**config.mk**
```make
export PLATFORM = sky130hd
export DESIGN_NAME = csrc_top
export DESIGN_NICKNAME = d
export VERILOG_FILES = /design/src/rtl/csrc_pkg.sv /design/src/rtl/csrc_sync.sv /design/src/rtl/csrc_top.sv
export SDC_FILE = /design/constraint.sdc
export NUM_CORES = 1
export LEC_CHECK = 0
export BUFFER_PORTS_ARGS = -buffer_cell sky130_fd_sc_hd__buf_2
export CAP_MARGIN = 10
export CORE_MARGIN = 4
export CORE_UTILIZATION = 44
export CTS_CLUSTER_SIZE = 8
export DETAILED_ROUTE_END_ITERATION = 8
export GPL_TIMING_DRIVEN = 0
export PLACE_DENSITY = 0.88
export SLEW_MARGIN = 20
export SYNTH_ARGS = -nofsm -noshare
export SYNTH_HDL_FRONTEND = slang
export SYNTH_SLANG_ARGS = --single-unit
```
**constraint.sdc**
```tcl
create_clock -name clk_i -period 3 [get_ports clk_i]
set_input_delay 0.3 -clock clk_i [delete_from_list [all_inputs] [get_ports clk_i]]
set_output_delay 0.3 -clock clk_i [all_outputs]
set_load 0.005 [all_outputs]
```
**src/rtl/csrc_pkg.sv**
```systemverilog
// Constants for the comparator sleep and reset control block.
// Assumes a 32-bit classic Wishbone slave with word addressing by byte.
package csrc_pkg;
    // ----------------------------------------
    // Register byte offsets
    // ----------------------------------------
    localparam logic [7:0] OFS_CTRL   = 8'h00;
    localparam logic [7:0] OFS_FLAG   = 8'h04;
    localparam logic [7:0] OFS_IRQEN  = 8'h08;

    // ----------------------------------------
    // Control register fields
    // ----------------------------------------
    localparam int MODE_LSB = 0;
    localparam int MODE_MSB = 2;
    localparam int CIS_BIT  = 3;
    localparam int INV1_BIT = 4;
    localparam int INV2_BIT = 5;
    localparam int OUT1_BIT = 6;
    localparam int OUT2_BIT = 7;

    // ----------------------------------------
    // Flag and enable register fields
    // ----------------------------------------
    localparam int FLAG_BIT = 0;
    localparam int COMPARATOR_IRQ_ENABLE_BIT = 0;
    localparam int PERIPHERAL_IRQ_ENABLE_BIT = 1;
    localparam int GIE_BIT  = 2;

    // ----------------------------------------
    // Mode codes and reset values
    // ----------------------------------------
    localparam logic [2:0] MODE_RESET = 3'h0;
    localparam logic [2:0] MODE_OFF   = 3'h7;
    localparam logic [5:0] CTRL_RST   = 6'h00;
    localparam logic [2:0] IRQEN_RST  = 3'h0;
    localparam logic [3:0] ANALOG_ALL = 4'hF;
    localparam logic [3:0] ANALOG_NONE = 4'h0;
    localparam int SYNC_STAGES = 2;
endpackage : csrc_pkg

```
**src/rtl/csrc_sync.sv**
```systemverilog
// Two-flop synchroniser for asynchronous level inputs.
// Assumes the inputs are quasi-static compared with clk_i.
`timescale 1ns/1ns
`default_nettype none
module csrc_sync #(
    parameter int WIDTH = 1
) (
    // Clock and reset
    input  wire logic             clk_i,
    input  wire logic             rst_i,
    // Data
    input  wire logic [WIDTH-1:0] d_i,
    output logic      [WIDTH-1:0] q_o
);
    logic [WIDTH-1:0] meta_q;

    // First stage is read only by the second stage
    always_ff @(posedge clk_i) begin
        if (rst_i) begin
            meta_q <= '0;
            q_o    <= '0;
        end else begin
            meta_q <= d_i;
            q_o    <= meta_q;
        end
    end
endmodule : csrc_sync
`default_nettype wire

```
**src/rtl/csrc_top.sv**
```systemverilog
// What this block does
// - In sleep an active comparator and its interrupt logic keep running.
// - An enabled comparator interrupt during sleep wakes the device.
// - Waking from sleep leaves every control register bit unchanged.
// - Any reset returns the control register to reset value, mode 000.
// - Reset mode makes every comparator-capable pin an analog input.
// - Both comparators stay powered down while reset is asserted.
// - Change flag sets on any comparator output change, enabled or not.
// - Interrupt goes out only when local, peripheral and global enables set.
//
// Comparator control: Wishbone slave, pin synchronisers, change flag,
// interrupt and sleep wake. Assumes sleep_i comes from logic on clk_i.
//
// Chosen here: the Wishbone interface to the registers and the register addresses.
`timescale 1ns/1ns
`default_nettype none
module csrc_top (
    // Clock and reset
    input  wire logic        clk_i,
    input  wire logic        rst_i,
    // Wishbone slave
    input  wire logic        cyc_i,
    input  wire logic        stb_i,
    input  wire logic        we_i,
    input  wire logic [7:0]  adr_i,
    input  wire logic [3:0]  sel_i,
    input  wire logic [31:0] dat_i,
    output logic      [31:0] dat_o,
    output logic             ack_o,
    // Analog comparator side
    input  wire logic [1:0]  cmp_raw_i,
    output logic      [1:0]  cmp_power_o,
    output logic      [3:0]  pin_analog_o,
    output logic             input_switch_o,
    // Power management
    input  wire logic        sleep_i,
    output logic             wake_o,
    output logic             irq_o
);
    // ----------------------------------------
    // Bus decode
    // ----------------------------------------
    logic        req;
    logic        wr_ctrl;
    logic        wr_flag;
    logic        wr_irqen;
    logic        hit;
    logic [31:0] rd_d;

    assign req      = cyc_i && stb_i && !ack_o;
    assign wr_ctrl  = req && we_i && sel_i[0] && (adr_i == csrc_pkg::OFS_CTRL);
    assign wr_flag  = req && we_i && sel_i[0] && (adr_i == csrc_pkg::OFS_FLAG);
    assign wr_irqen = req && we_i && sel_i[0] && (adr_i == csrc_pkg::OFS_IRQEN);
    assign hit      = (adr_i == csrc_pkg::OFS_CTRL) || (adr_i == csrc_pkg::OFS_FLAG)
                      || (adr_i == csrc_pkg::OFS_IRQEN);

    // ----------------------------------------
    // Registers
    // ----------------------------------------
    logic [5:0] ctrl_q;
    logic [2:0] irqen_q;
    logic       flag_q;
    logic [1:0] cmp_out_q;
    logic [1:0] cmp_sync;
    logic [2:0] mode;
    logic       cmp_on;
    logic [1:0] cmp_out_d;
    logic       change;

    assign mode   = ctrl_q[csrc_pkg::MODE_MSB:csrc_pkg::MODE_LSB];
    // Power follows the mode only; sleep has no say in it
    assign cmp_on = (mode != csrc_pkg::MODE_RESET) && (mode != csrc_pkg::MODE_OFF);

    // Sleep is not an input here, so wake cannot disturb the field
    always_ff @(posedge clk_i) begin
        if (rst_i) begin
            ctrl_q <= csrc_pkg::CTRL_RST;
        end else if (wr_ctrl) begin
            ctrl_q <= dat_i[5:0];
        end
    end

    always_ff @(posedge clk_i) begin
        if (rst_i) begin
            irqen_q <= csrc_pkg::IRQEN_RST;
        end else if (wr_irqen) begin
            irqen_q <= dat_i[2:0];
        end
    end

    // ----------------------------------------
    // Comparator outputs
    // ----------------------------------------
    csrc_sync #(
        .WIDTH (2)
    ) u_sync (
        .clk_i (clk_i),
        .rst_i (rst_i),
        .d_i   (cmp_raw_i),
        .q_o   (cmp_sync)
    );

    // Unpowered comparators read as zero so a power-down is a visible change
    assign cmp_out_d = cmp_on ? (cmp_sync ^ {ctrl_q[csrc_pkg::INV2_BIT],
                                             ctrl_q[csrc_pkg::INV1_BIT]}) : 2'h0;
    assign change    = (cmp_out_d != cmp_out_q);

    always_ff @(posedge clk_i) begin
        if (rst_i) begin
            cmp_out_q <= 2'h0;
        end else begin
            cmp_out_q <= cmp_out_d;
        end
    end

    // ----------------------------------------
    // Change flag
    // ----------------------------------------
    // Set wins over a software clear in the same cycle; writing 1 fakes an event
    always_ff @(posedge clk_i) begin
        if (rst_i) begin
            flag_q <= 1'b0;
        end else if (change) begin
            flag_q <= 1'b1;
        end else if (wr_flag) begin
            flag_q <= dat_i[csrc_pkg::FLAG_BIT];
        end
    end

    // ----------------------------------------
    // Pin, power, interrupt and wake outputs
    // ----------------------------------------
    always_ff @(posedge clk_i) begin
        if (rst_i) begin
            cmp_power_o    <= 2'h0;
            pin_analog_o   <= csrc_pkg::ANALOG_ALL;
            input_switch_o <= 1'b0;
        end else begin
            cmp_power_o    <= {cmp_on, cmp_on};
            pin_analog_o   <= (mode == csrc_pkg::MODE_OFF) ? csrc_pkg::ANALOG_NONE
                                                           : csrc_pkg::ANALOG_ALL;
            input_switch_o <= ctrl_q[csrc_pkg::CIS_BIT];
        end
    end

    always_ff @(posedge clk_i) begin
        if (rst_i) begin
            irq_o <= 1'b0;
        end else begin
            irq_o <= flag_q && irqen_q[csrc_pkg::COMPARATOR_IRQ_ENABLE_BIT] && irqen_q[csrc_pkg::PERIPHERAL_IRQ_ENABLE_BIT]
                     && irqen_q[csrc_pkg::GIE_BIT];
        end
    end

    // Wake needs only the local enable, as the core may sleep with interrupts off
    always_ff @(posedge clk_i) begin
        if (rst_i) begin
            wake_o <= 1'b0;
        end else begin
            wake_o <= sleep_i && flag_q && irqen_q[csrc_pkg::COMPARATOR_IRQ_ENABLE_BIT];
        end
    end

    // ----------------------------------------
    // Bus answer
    // ----------------------------------------
    always_comb begin
        rd_d = 32'h0000_0000;
        unique case (adr_i)
            csrc_pkg::OFS_CTRL: rd_d = {24'h00_0000, cmp_out_q, ctrl_q};
            csrc_pkg::OFS_FLAG: rd_d = {31'h0000_0000, flag_q};
            csrc_pkg::OFS_IRQEN: rd_d = {29'h0000_0000, irqen_q};
            default: rd_d = 32'h0000_0000;
        endcase
    end

    // Unmapped addresses still ack, reading zero, so the bus never hangs
    always_ff @(posedge clk_i) begin
        if (rst_i) begin
            ack_o <= 1'b0;
            dat_o <= 32'h0000_0000;
        end else begin
            ack_o <= req;
            dat_o <= (req && !we_i && hit) ? rd_d : 32'h0000_0000;
        end
    end

    // ----------------------------------------
    // Checks
    // ----------------------------------------
    a_sleep_keeps_power: assert property (@(posedge clk_i) disable iff (rst_i)
        (sleep_i && cmp_on) |=> cmp_power_o == 2'h3)
        else $error("comparator powered off during sleep");

    a_wake_on_irq: assert property (@(posedge clk_i) disable iff (rst_i)
        (sleep_i && flag_q && irqen_q[csrc_pkg::COMPARATOR_IRQ_ENABLE_BIT]) |=> wake_o)
        else $error("enabled comparator event did not wake");

    a_wake_needs_cause: assert property (@(posedge clk_i) disable iff (rst_i)
        wake_o |-> $past(sleep_i) && $past(flag_q))
        else $error("wake without sleep and flag");

    a_sleep_ctrl_stable: assert property (@(posedge clk_i) disable iff (rst_i)
        (!$past(wr_ctrl) && $rose(sleep_i) || $fell(sleep_i) && !$past(wr_ctrl))
        |-> $stable(ctrl_q))
        else $error("control changed across sleep edge");

    a_reset_mode_zero: assert property (@(posedge clk_i)
        $past(rst_i) |-> (mode == csrc_pkg::MODE_RESET) && (irqen_q == 3'h0))
        else $error("reset did not clear control");

    a_reset_mode_analog: assert property (@(posedge clk_i) disable iff (rst_i)
        ($past(mode) == csrc_pkg::MODE_RESET) |-> pin_analog_o == 4'hF)
        else $error("reset mode pins not analog");

    a_reset_power_down: assert property (@(posedge clk_i)
        $past(rst_i) |-> cmp_power_o == 2'h0 ##1 (cmp_power_o == 2'h0))
        else $error("comparator powered during reset");

    a_change_sets_flag: assert property (@(posedge clk_i) disable iff (rst_i)
        (cmp_out_d != cmp_out_q) |=> flag_q ##1 (cmp_out_q == $past(cmp_out_d, 2)))
        else $error("output change missed");

    a_irq_gated: assert property (@(posedge clk_i) disable iff (rst_i)
        irq_o |-> $past(flag_q) && ($past(irqen_q) == 3'h7))
        else $error("interrupt without all enables");

    a_off_mode_power: assert property (@(posedge clk_i) disable iff (rst_i)
        ($past(mode) == csrc_pkg::MODE_OFF) |-> cmp_power_o == 2'h0
        && pin_analog_o == 4'h0)
        else $error("off mode left comparators on");

    a_ack_one_cycle: assert property (@(posedge clk_i) disable iff (rst_i)
        ack_o |=> !ack_o)
        else $error("ack held two cycles");
endmodule : csrc_top
`default_nettype wire

```
==> key figures, run 1 <==
Logic synthesis
  – Post-synth top area share: 42.7%
  – Ys flop type: dfxtp_1
  – Synth area leaders: dfxtp_1 (43%), buf_4 (15%), a21oi_1 (3.2%), nand3_1 (3.2%), o21ai_0 (3.2%)
  – Cell variety after synth: 39
  – Seq/Total Area, Yosys: 42.7%
  – Synth Cell Area: 1410 sq um
  – Mapped Cells: 149
  – Syn avg cell area: 9.43 sq um
  – Post-synth ARST share: 0%
  – Number of synthesized flops with an enable pin: 0
  – Synth warn: 0
  – Post-synthesis register bit count: 30
  – Cell type with the largest total area after synthesis: dfxtp_1

STA
  – Setup TNS: 0 ps
  – Slew Limit Headroom: 57.1%
  – Final Max Tran Viols: 0
  – Worst-Margin Slew: 635 ps
  – Worst hold margin: 189 ps
  – Final period util: 52.8%
  – Achievable Freq: 632 MHz
  – Final Hold Vio Count: 0
  – Final setup viols: 0
  – Tmin final: 1580 ps
  – RSZ-0062 raised after global routing: false
  – Post-Route Skew: 10.7 ps

Global routing
  – Initial antenna violation count: 0
  – Vias in the first global route: 1019
  – Total global-route track usage: 13.8%
  – First-pass GRT wire length: 4.38 mm
  – Pin count of the biggest net entering global routing: 11
  – Grt total ovfl: 0

Detailed routing
  – Final ANT Viol Nets: 0
  – DRC: 0
  – Total Wirelength: 2.78 mm
  – Via density per instance: 4.54
  – Metal3 WL: 288 um
  – Top layer used by detailed routing: met4
  – 1st-iter DRT viols: 59
  – Wire per inst: 10.7 um
  – Routed met2 length: 1.21 mm
  – Post-route met1 wirelength: 1.18 mm
  – Total number of vias: 1186
  – DR pass1 iterations: 4

Floorplan
  – Area of the die: 4160 sq um
  – Initial Utilization: 46.0%
  – Die Ht: 64.5 um
  – Core area: 3050 sq um
  – Num rows: 20
  – Die width: 64.5 um
  – Io pins: 94

Placed design
  – Hpwl dp: 2.24 mm
  – Port buffer count: 39
  – Routability congestion estimate: 0.782
  – Placed Instances: 255

Clock tree
  – Post-CTS resize count: 0
  – Clk_lat worst skew: 320 ps
  – H-tree levels: 2
  – Clock transition at path regs: 90 ps
  – CTS tree: built
  – Clock buffer depth: 2
  – Total CTS buffers: 5
  – Root Driver: clkbuf_4
  – # hold bufs at CTS: 0
  – CTS Sinks: 30
  – Post-CTS Setup Bufs: 0

Worst setup path
  – RR Startpoint: ack_o
  – R2R setup slack: 1420 ps
  – Worst Path Required: 3270 ps
  – Data arrival time of the critical path: 1850 ps
  – Worst Setup SP: ack_o
  – R2R depth: 3
  – CP Class: flop to flop
  – Crit path to: dat_o[4]
  – Maximum fanout along the worst path: 7
  – Reg-to-reg endpoint: dat_o[4]
  – Kind of end point of the critical path: flop
  – Crit path launch type: flop

Cells and area
  – Fin util: 58.7%
  – Layout Nets: 270
  – Layout cell share with drive strength beyond 1: 37.8%
  – P&R area growth vs syn: 27.6%
  – Final Non-Filler Cells: 261
  – N_diodes: 0

Worst hold path
  – Worst min path class: input port to flop

Run status
  – Status: completed

Pwr
  – Cell Pwr Density: 390 nW/um^2
  – Maximum vdd drop: 0.000245 V
  – Power Total: 699 uW
  – Leakage: 0.832 nW

Run
  – Max-cap violations: 0
worst min-delay path by stage:
stage	from	end	slack (ps)	cells past startpoint
after floorplan	rst_i	input_switch_o	370	1
after global placement	u_sync.meta_q[1]	u_sync.q_o[1]	420	1
after detailed placement	u_sync.meta_q[0]	u_sync.q_o[0]	420	1
after CTS	cmp_raw_i[0]	u_sync.meta_q[0]	180	2
after global routing	rst_i	u_sync.meta_q[0]	170	2
final	cmp_raw_i[0]	u_sync.meta_q[0]	190	2
power breakdown:
part / internal (mW) / leakage [nW] / switching (mW)
sequential: 0.401 / 0.243 / 0.00261
clock: 0.105 / 0.0302 / 0.119
combinational: 0.0385 / 0.559 / 0.0323
routing by layer:
metal / global-route usage (%) / up-vias
met5: 0 / -
met4: 9.76 / 0
met3: 4.33 / 11
met2: 20.4 / 57
met1: 16.8 / 507
li1: - / 611
cell usage in the layout, fill, tap and decap left out, drive strengths merged, types with 2 or more instances in the layout:
cell,synthesis,layout
clkbuf,2,8
nor4,2,2
nand2,6,6
mux2i,3,3
xor2,2,2
conb,1,24
nand4b,2,2
buf,30,69
nand3,9,9
and2,5,5
a21oi,9,9
nor3,4,4
nor2,7,7
and3,2,2
o2111ai,2,2
nor3b,2,2
dfxtp,30,30
nor2b,6,6
xnor2,2,2
o21ai,9,9
cell type report:
| cell class | instances | area [sq um] |
|---|---|---|
| Timing Repair Buffer | 39 | 195 |
| Inverter | 1 | 3.75 |
| Clock buffer | 6 | 51.3 |
| Tap cell | 44 | 55.1 |
| Multi-Input combinational cell | 109 | 653 |
| Buffer | 32 | 234 |
| Fill cell | 282 | 1260 |
| Sequential cell | 30 | 601 |
cell usage after synthesis (2+ instances only):
master,number
mux2i_1,3
nor3_1,4
nand4b_1,2
a21oi_1,9
nand3_1,9
o2111ai_1,2
nor2_1,7
xnor2_1,2
buf_4,28
xor2_1,2
o21ai_0,9
nor2b_1,6
and3_1,2
dfxtp_1,30
nand2_1,6
clkbuf_1,2
and2_1,4
flip-flops by register name, summed over array words and instances, names as in the netlist:
| name | flops |
|---|---|
| dat_o | 8 |
| input_switch_o | 1 |
| pin_analog_o | 1 |
| wake_o | 1 |
| u_sync.meta_q | 2 |
| ctrl_q | 6 |
| cmp_power_o | 1 |
| irq_o | 1 |
| u_sync.q_o | 2 |
| cmp_out_q | 2 |
| irqen_q | 3 |
| ack_o | 1 |
| flag_q | 1 |
cells by family after synthesis:
logic type	count (synthesis)	share of synthesized area (%)
multiplexers	3	2.14
AO/OA/AOI/OAI	27	11.7
XOR/XNOR	5	4.10
AND/OR/NAND/NOR	50	22.2
buffers and inverters	33	16.9
flip-flops	30	42.7
other	1	0.267
metrics by stage:
step                      area, sq um  worst slack [ps]
after detailed placement         1740              1380
after global routing             1790              1290
after CTS                        1790              1420
after floorplan                  1490              1680
final                            1790              1420
after global placement           1740              1420
critical path, cell delays in order, from the launching register on:
cell and delay (ps):
dfxtp_1 400, nor4_1 580, nor3b_2 360, and2_2 180
Note: power is estimated with default switching activity, not from simulation.
==> run 2, diff against run 1 <==
ABC_AREA = 1   (was unset)
CORE_UTILIZATION = 41   (was 44)
PLACE_DENSITY = 0.83   (was 0.88)
clock period = 1.6 ns   (was 3 ns; I/O delays follow)
==> run 2 against run 1 <==
  * Via count up 4.2%
  * Largest cell class is now registers
  * Non-clock buffer count down 2
  * Clock power up 100%
  * Clock skew down 1.1 ps
  * Critical endpoint is now flag_q
==> key figures, run 2 <==
Pwr
  – Power Total: 1.34 mW
  – Leakage: 0.975 nW
  – Maximum vdd drop: 0.000450 V
  – Cell Pwr Density: 738 nW/um^2

Run status
  – Status: completed

Clock tree
  – H-tree levels: 2
  – Clock transition at path regs: 90 ps
  – # hold bufs at CTS: 0
  – Post-CTS resize count: 0
  – Root Driver: clkbuf_4
  – Total CTS buffers: 5
  – CTS Sinks: 30
  – Clock buffer depth: 2
  – Clk_lat worst skew: 330 ps
  – Post-CTS Setup Bufs: 0
  – CTS tree: built

Cells and area
  – # fillers: 334
  – Commonest non-fill, non-tap cell in the layout: buf_2
  – N_diodes: 0
  – P&R area growth vs syn: 28.6%
  – Layout Nets: 308
  – Most flops, register: dat_o
  – Layout cell share with drive strength beyond 1: 33.9%
  – Commonest cells after routing, fill and taps aside: buf_2 (40), nand2_1 (31), dfxtp_1 (30), nor2_1 (28), buf_4 (28)
  – Largest register FFs: 8
  – Largest regs: dat_o x8, ctrl_q x6, irqen_q x3

Worst setup path
  – CP Class: flop to flop
  – Crit path launch type: flop
  – R2R setup slack: 360 ps
  – Worst path top cell family by delay: flip-flops
  – CP Cell Sequence: inv_1 > o21ai_0 > nand2_1 > nand3_1 > nand2_1 > nor2_1 > a21oi_1
  – Maximum fanout along the worst path: 5
  – Reg-to-reg endpoint: flag_q
  – R2R depth: 7
  – Worst Path Required: 1790 ps
  – Worst Path Buf+Inv: 1
  – Data arrival time of the critical path: 1430 ps
  – Crit-path most repeated cell: nand2_1
  – Kind of end point of the critical path: flop
  – RR Startpoint: ctrl_q[2]
  – Slowest stage delay, CP: 440 ps
  – Critical path's slowest cell: dfxtp_1

Detailed routing
  – DR pass1 iterations: 4
  – Total Wirelength: 2.69 mm
  – Final ANT Viol Nets: 0
  – Total number of vias: 1236
  – Via density per instance: 4.08
  – Wire per inst: 8.86 um
  – DRC: 0
  – 1st-iter DRT viols: 43

Floorplan
  – Initial Utilization: 42.4%
  – Die Ht: 66.8 um
  – Io pins: 94
  – Num rows: 21
  – Die width: 66.8 um
  – Area of the die: 4460 sq um
  – Core area: 3340 sq um

Logic synthesis
  – Synth area leaders: dfxtp_1 (42%), buf_4 (15%), nand2_1 (8.2%), nor2_1 (7.4%), inv_1 (5.8%)
  – Number of synthesized flops with an enable pin: 0
  – Ys flop type: dfxtp_1
  – Synth warn: 0
  – Mapped Cells: 186
  – Seq/Total Area, Yosys: 42.4%
  – Post-synth top area share: 42.4%
  – Synth Cell Area: 1420 sq um
  – Post-synthesis register bit count: 30
  – Commonest cells post-synth: nand2_1 (31), dfxtp_1 (30), buf_4 (28), nor2_1 (28), inv_1 (22)
  – Cell type with the largest total area after synthesis: dfxtp_1
  – Cell variety after synth: 25
  – Syn avg cell area: 7.61 sq um
  – Post-synth ARST share: 0%
  – Most numerous cell in the Yosys netlist: nand2_1

Placed design
  – Routability congestion estimate: 0.831
  – Setup WS pre-CTS: 395 ps
  – Port buffer count: 40
  – Hpwl dp: 2.17 mm

Global routing
  – Pin count of the biggest net entering global routing: 11
  – Total global-route track usage: 13.2%
  – First-pass GRT wire length: 4.33 mm
  – Grt total ovfl: 0
  – Initial antenna violation count: 0
  – Vias in the first global route: 1051

STA
  – Setup TNS: 0 ps
  – RSZ-0062 raised after global routing: false
  – Tmin final: 1240 ps
  – Achievable Freq: 806 MHz
  – Final setup margin: 359 ps
  – Final period util: 77.6%
  – Final Hold Vio Count: 0
  – Post-Route Skew: 9.58 ps
  – Final Max Tran Viols: 0
  – Final setup viols: 0

Worst hold path
  – Hold Path Stages: 3
  – Worst min path class: input port to flop
  – WHS Endpoint: u_sync.meta_q[0]
  – HP Start: cmp_raw_i[0]

Run
  – Max-cap violations: 0
[run 2: cell count changes in the layout (fill, tap and decap cells not counted), moves of 3 or more]
cell,delta
inv_1,+21
nor2b_1,-6
o21ai_1,+3
and2_1,-4
nor2_1,+21
a21oi_1,-4
nand2_1,+25
mux2i_1,-3
[run 2: area by class of cell]
class	count	area, sq um	area share [%]
inverter	24	96.3	5.30
tap	46	57.6	3.16
timing repair buffer	40	200	11.0
multi-input combinational	126	591	32.5
sequential	30	601	33.0
clock inverter	1	5.00	0.275
buffer	29	214	11.8
clock buffer	7	55.1	3.03
[run 2: worst reg2reg max path: cells and delay by family (launching register included)]
kind            cells  cell delay [ps]
buf+inv             1              110
flops               1              440
compound gates      2              190
simple gates        4              380
[run 2: how the worst max path moves through the flow]
| stage | slack (ps) | from | depth (start not counted) | endpoint |
|---|---|---|---|---|
| finish | 360 | ctrl_q[2] | 7 | flag_q |
| global route | 220 | ctrl_q[2] | 7 | flag_q |
| CTS | 370 | ctrl_q[2] | 7 | flag_q |
| detailed placement | 400 | adr_i[5] | 9 | ctrl_q[0] |
| global placement | 410 | adr_i[7] | 9 | ctrl_q[1] |
| floorplan | 580 | ack_o | 5 | irqen_q[2] |
[run 2: power breakdown]
part	switching [mW]	leakage (nW)	internal, mW
combinational	0.0629	0.697	0.0703
clock	0.243	0.0353	0.213
sequential	0.00194	0.243	0.752
total	0.308	0.975	1.03
[run 2: per-stage QoR]
| step | hold slack [ps] | instance area [sq um] | utilization [%] | instances |
|---|---|---|---|---|
| finish | 26.2 | 1820 | 54.5 | 303 |
| global route | 20.7 | 1820 | 54.5 | 303 |
| CTS | 16.0 | 1820 | 54.5 | 303 |
| detailed placement | 367 | 1760 | 52.7 | 295 |
| global placement | 361 | 1760 | 52.7 | 295 |
| floorplan | 237 | 1500 | - | 209 |
[run 2: cell families (layout without fill, tap and decap cells)]
group | Yosys count | after routing | share of synthesized area [%]
and+or+nand+nor | 85 | 85 | 29.0
AOI/OAI and AO/OA | 17 | 17 | 6.37
other | 1 | 24 | 0.265
buffers and inverters | 53 | 101 | 21.9
DFF | 30 | 30 | 42.4
[run 2: routing by layer]
metal / part of all wire, % / routed length (um) / global-route usage (%)
met4: 1.6 / 43 / 5.33
met2: 47 / 1270 / 21.7
met5: 0 / 0 / 0
met3: 9.9 / 267 / 5.73
met1: 41 / 1100 / 15.0
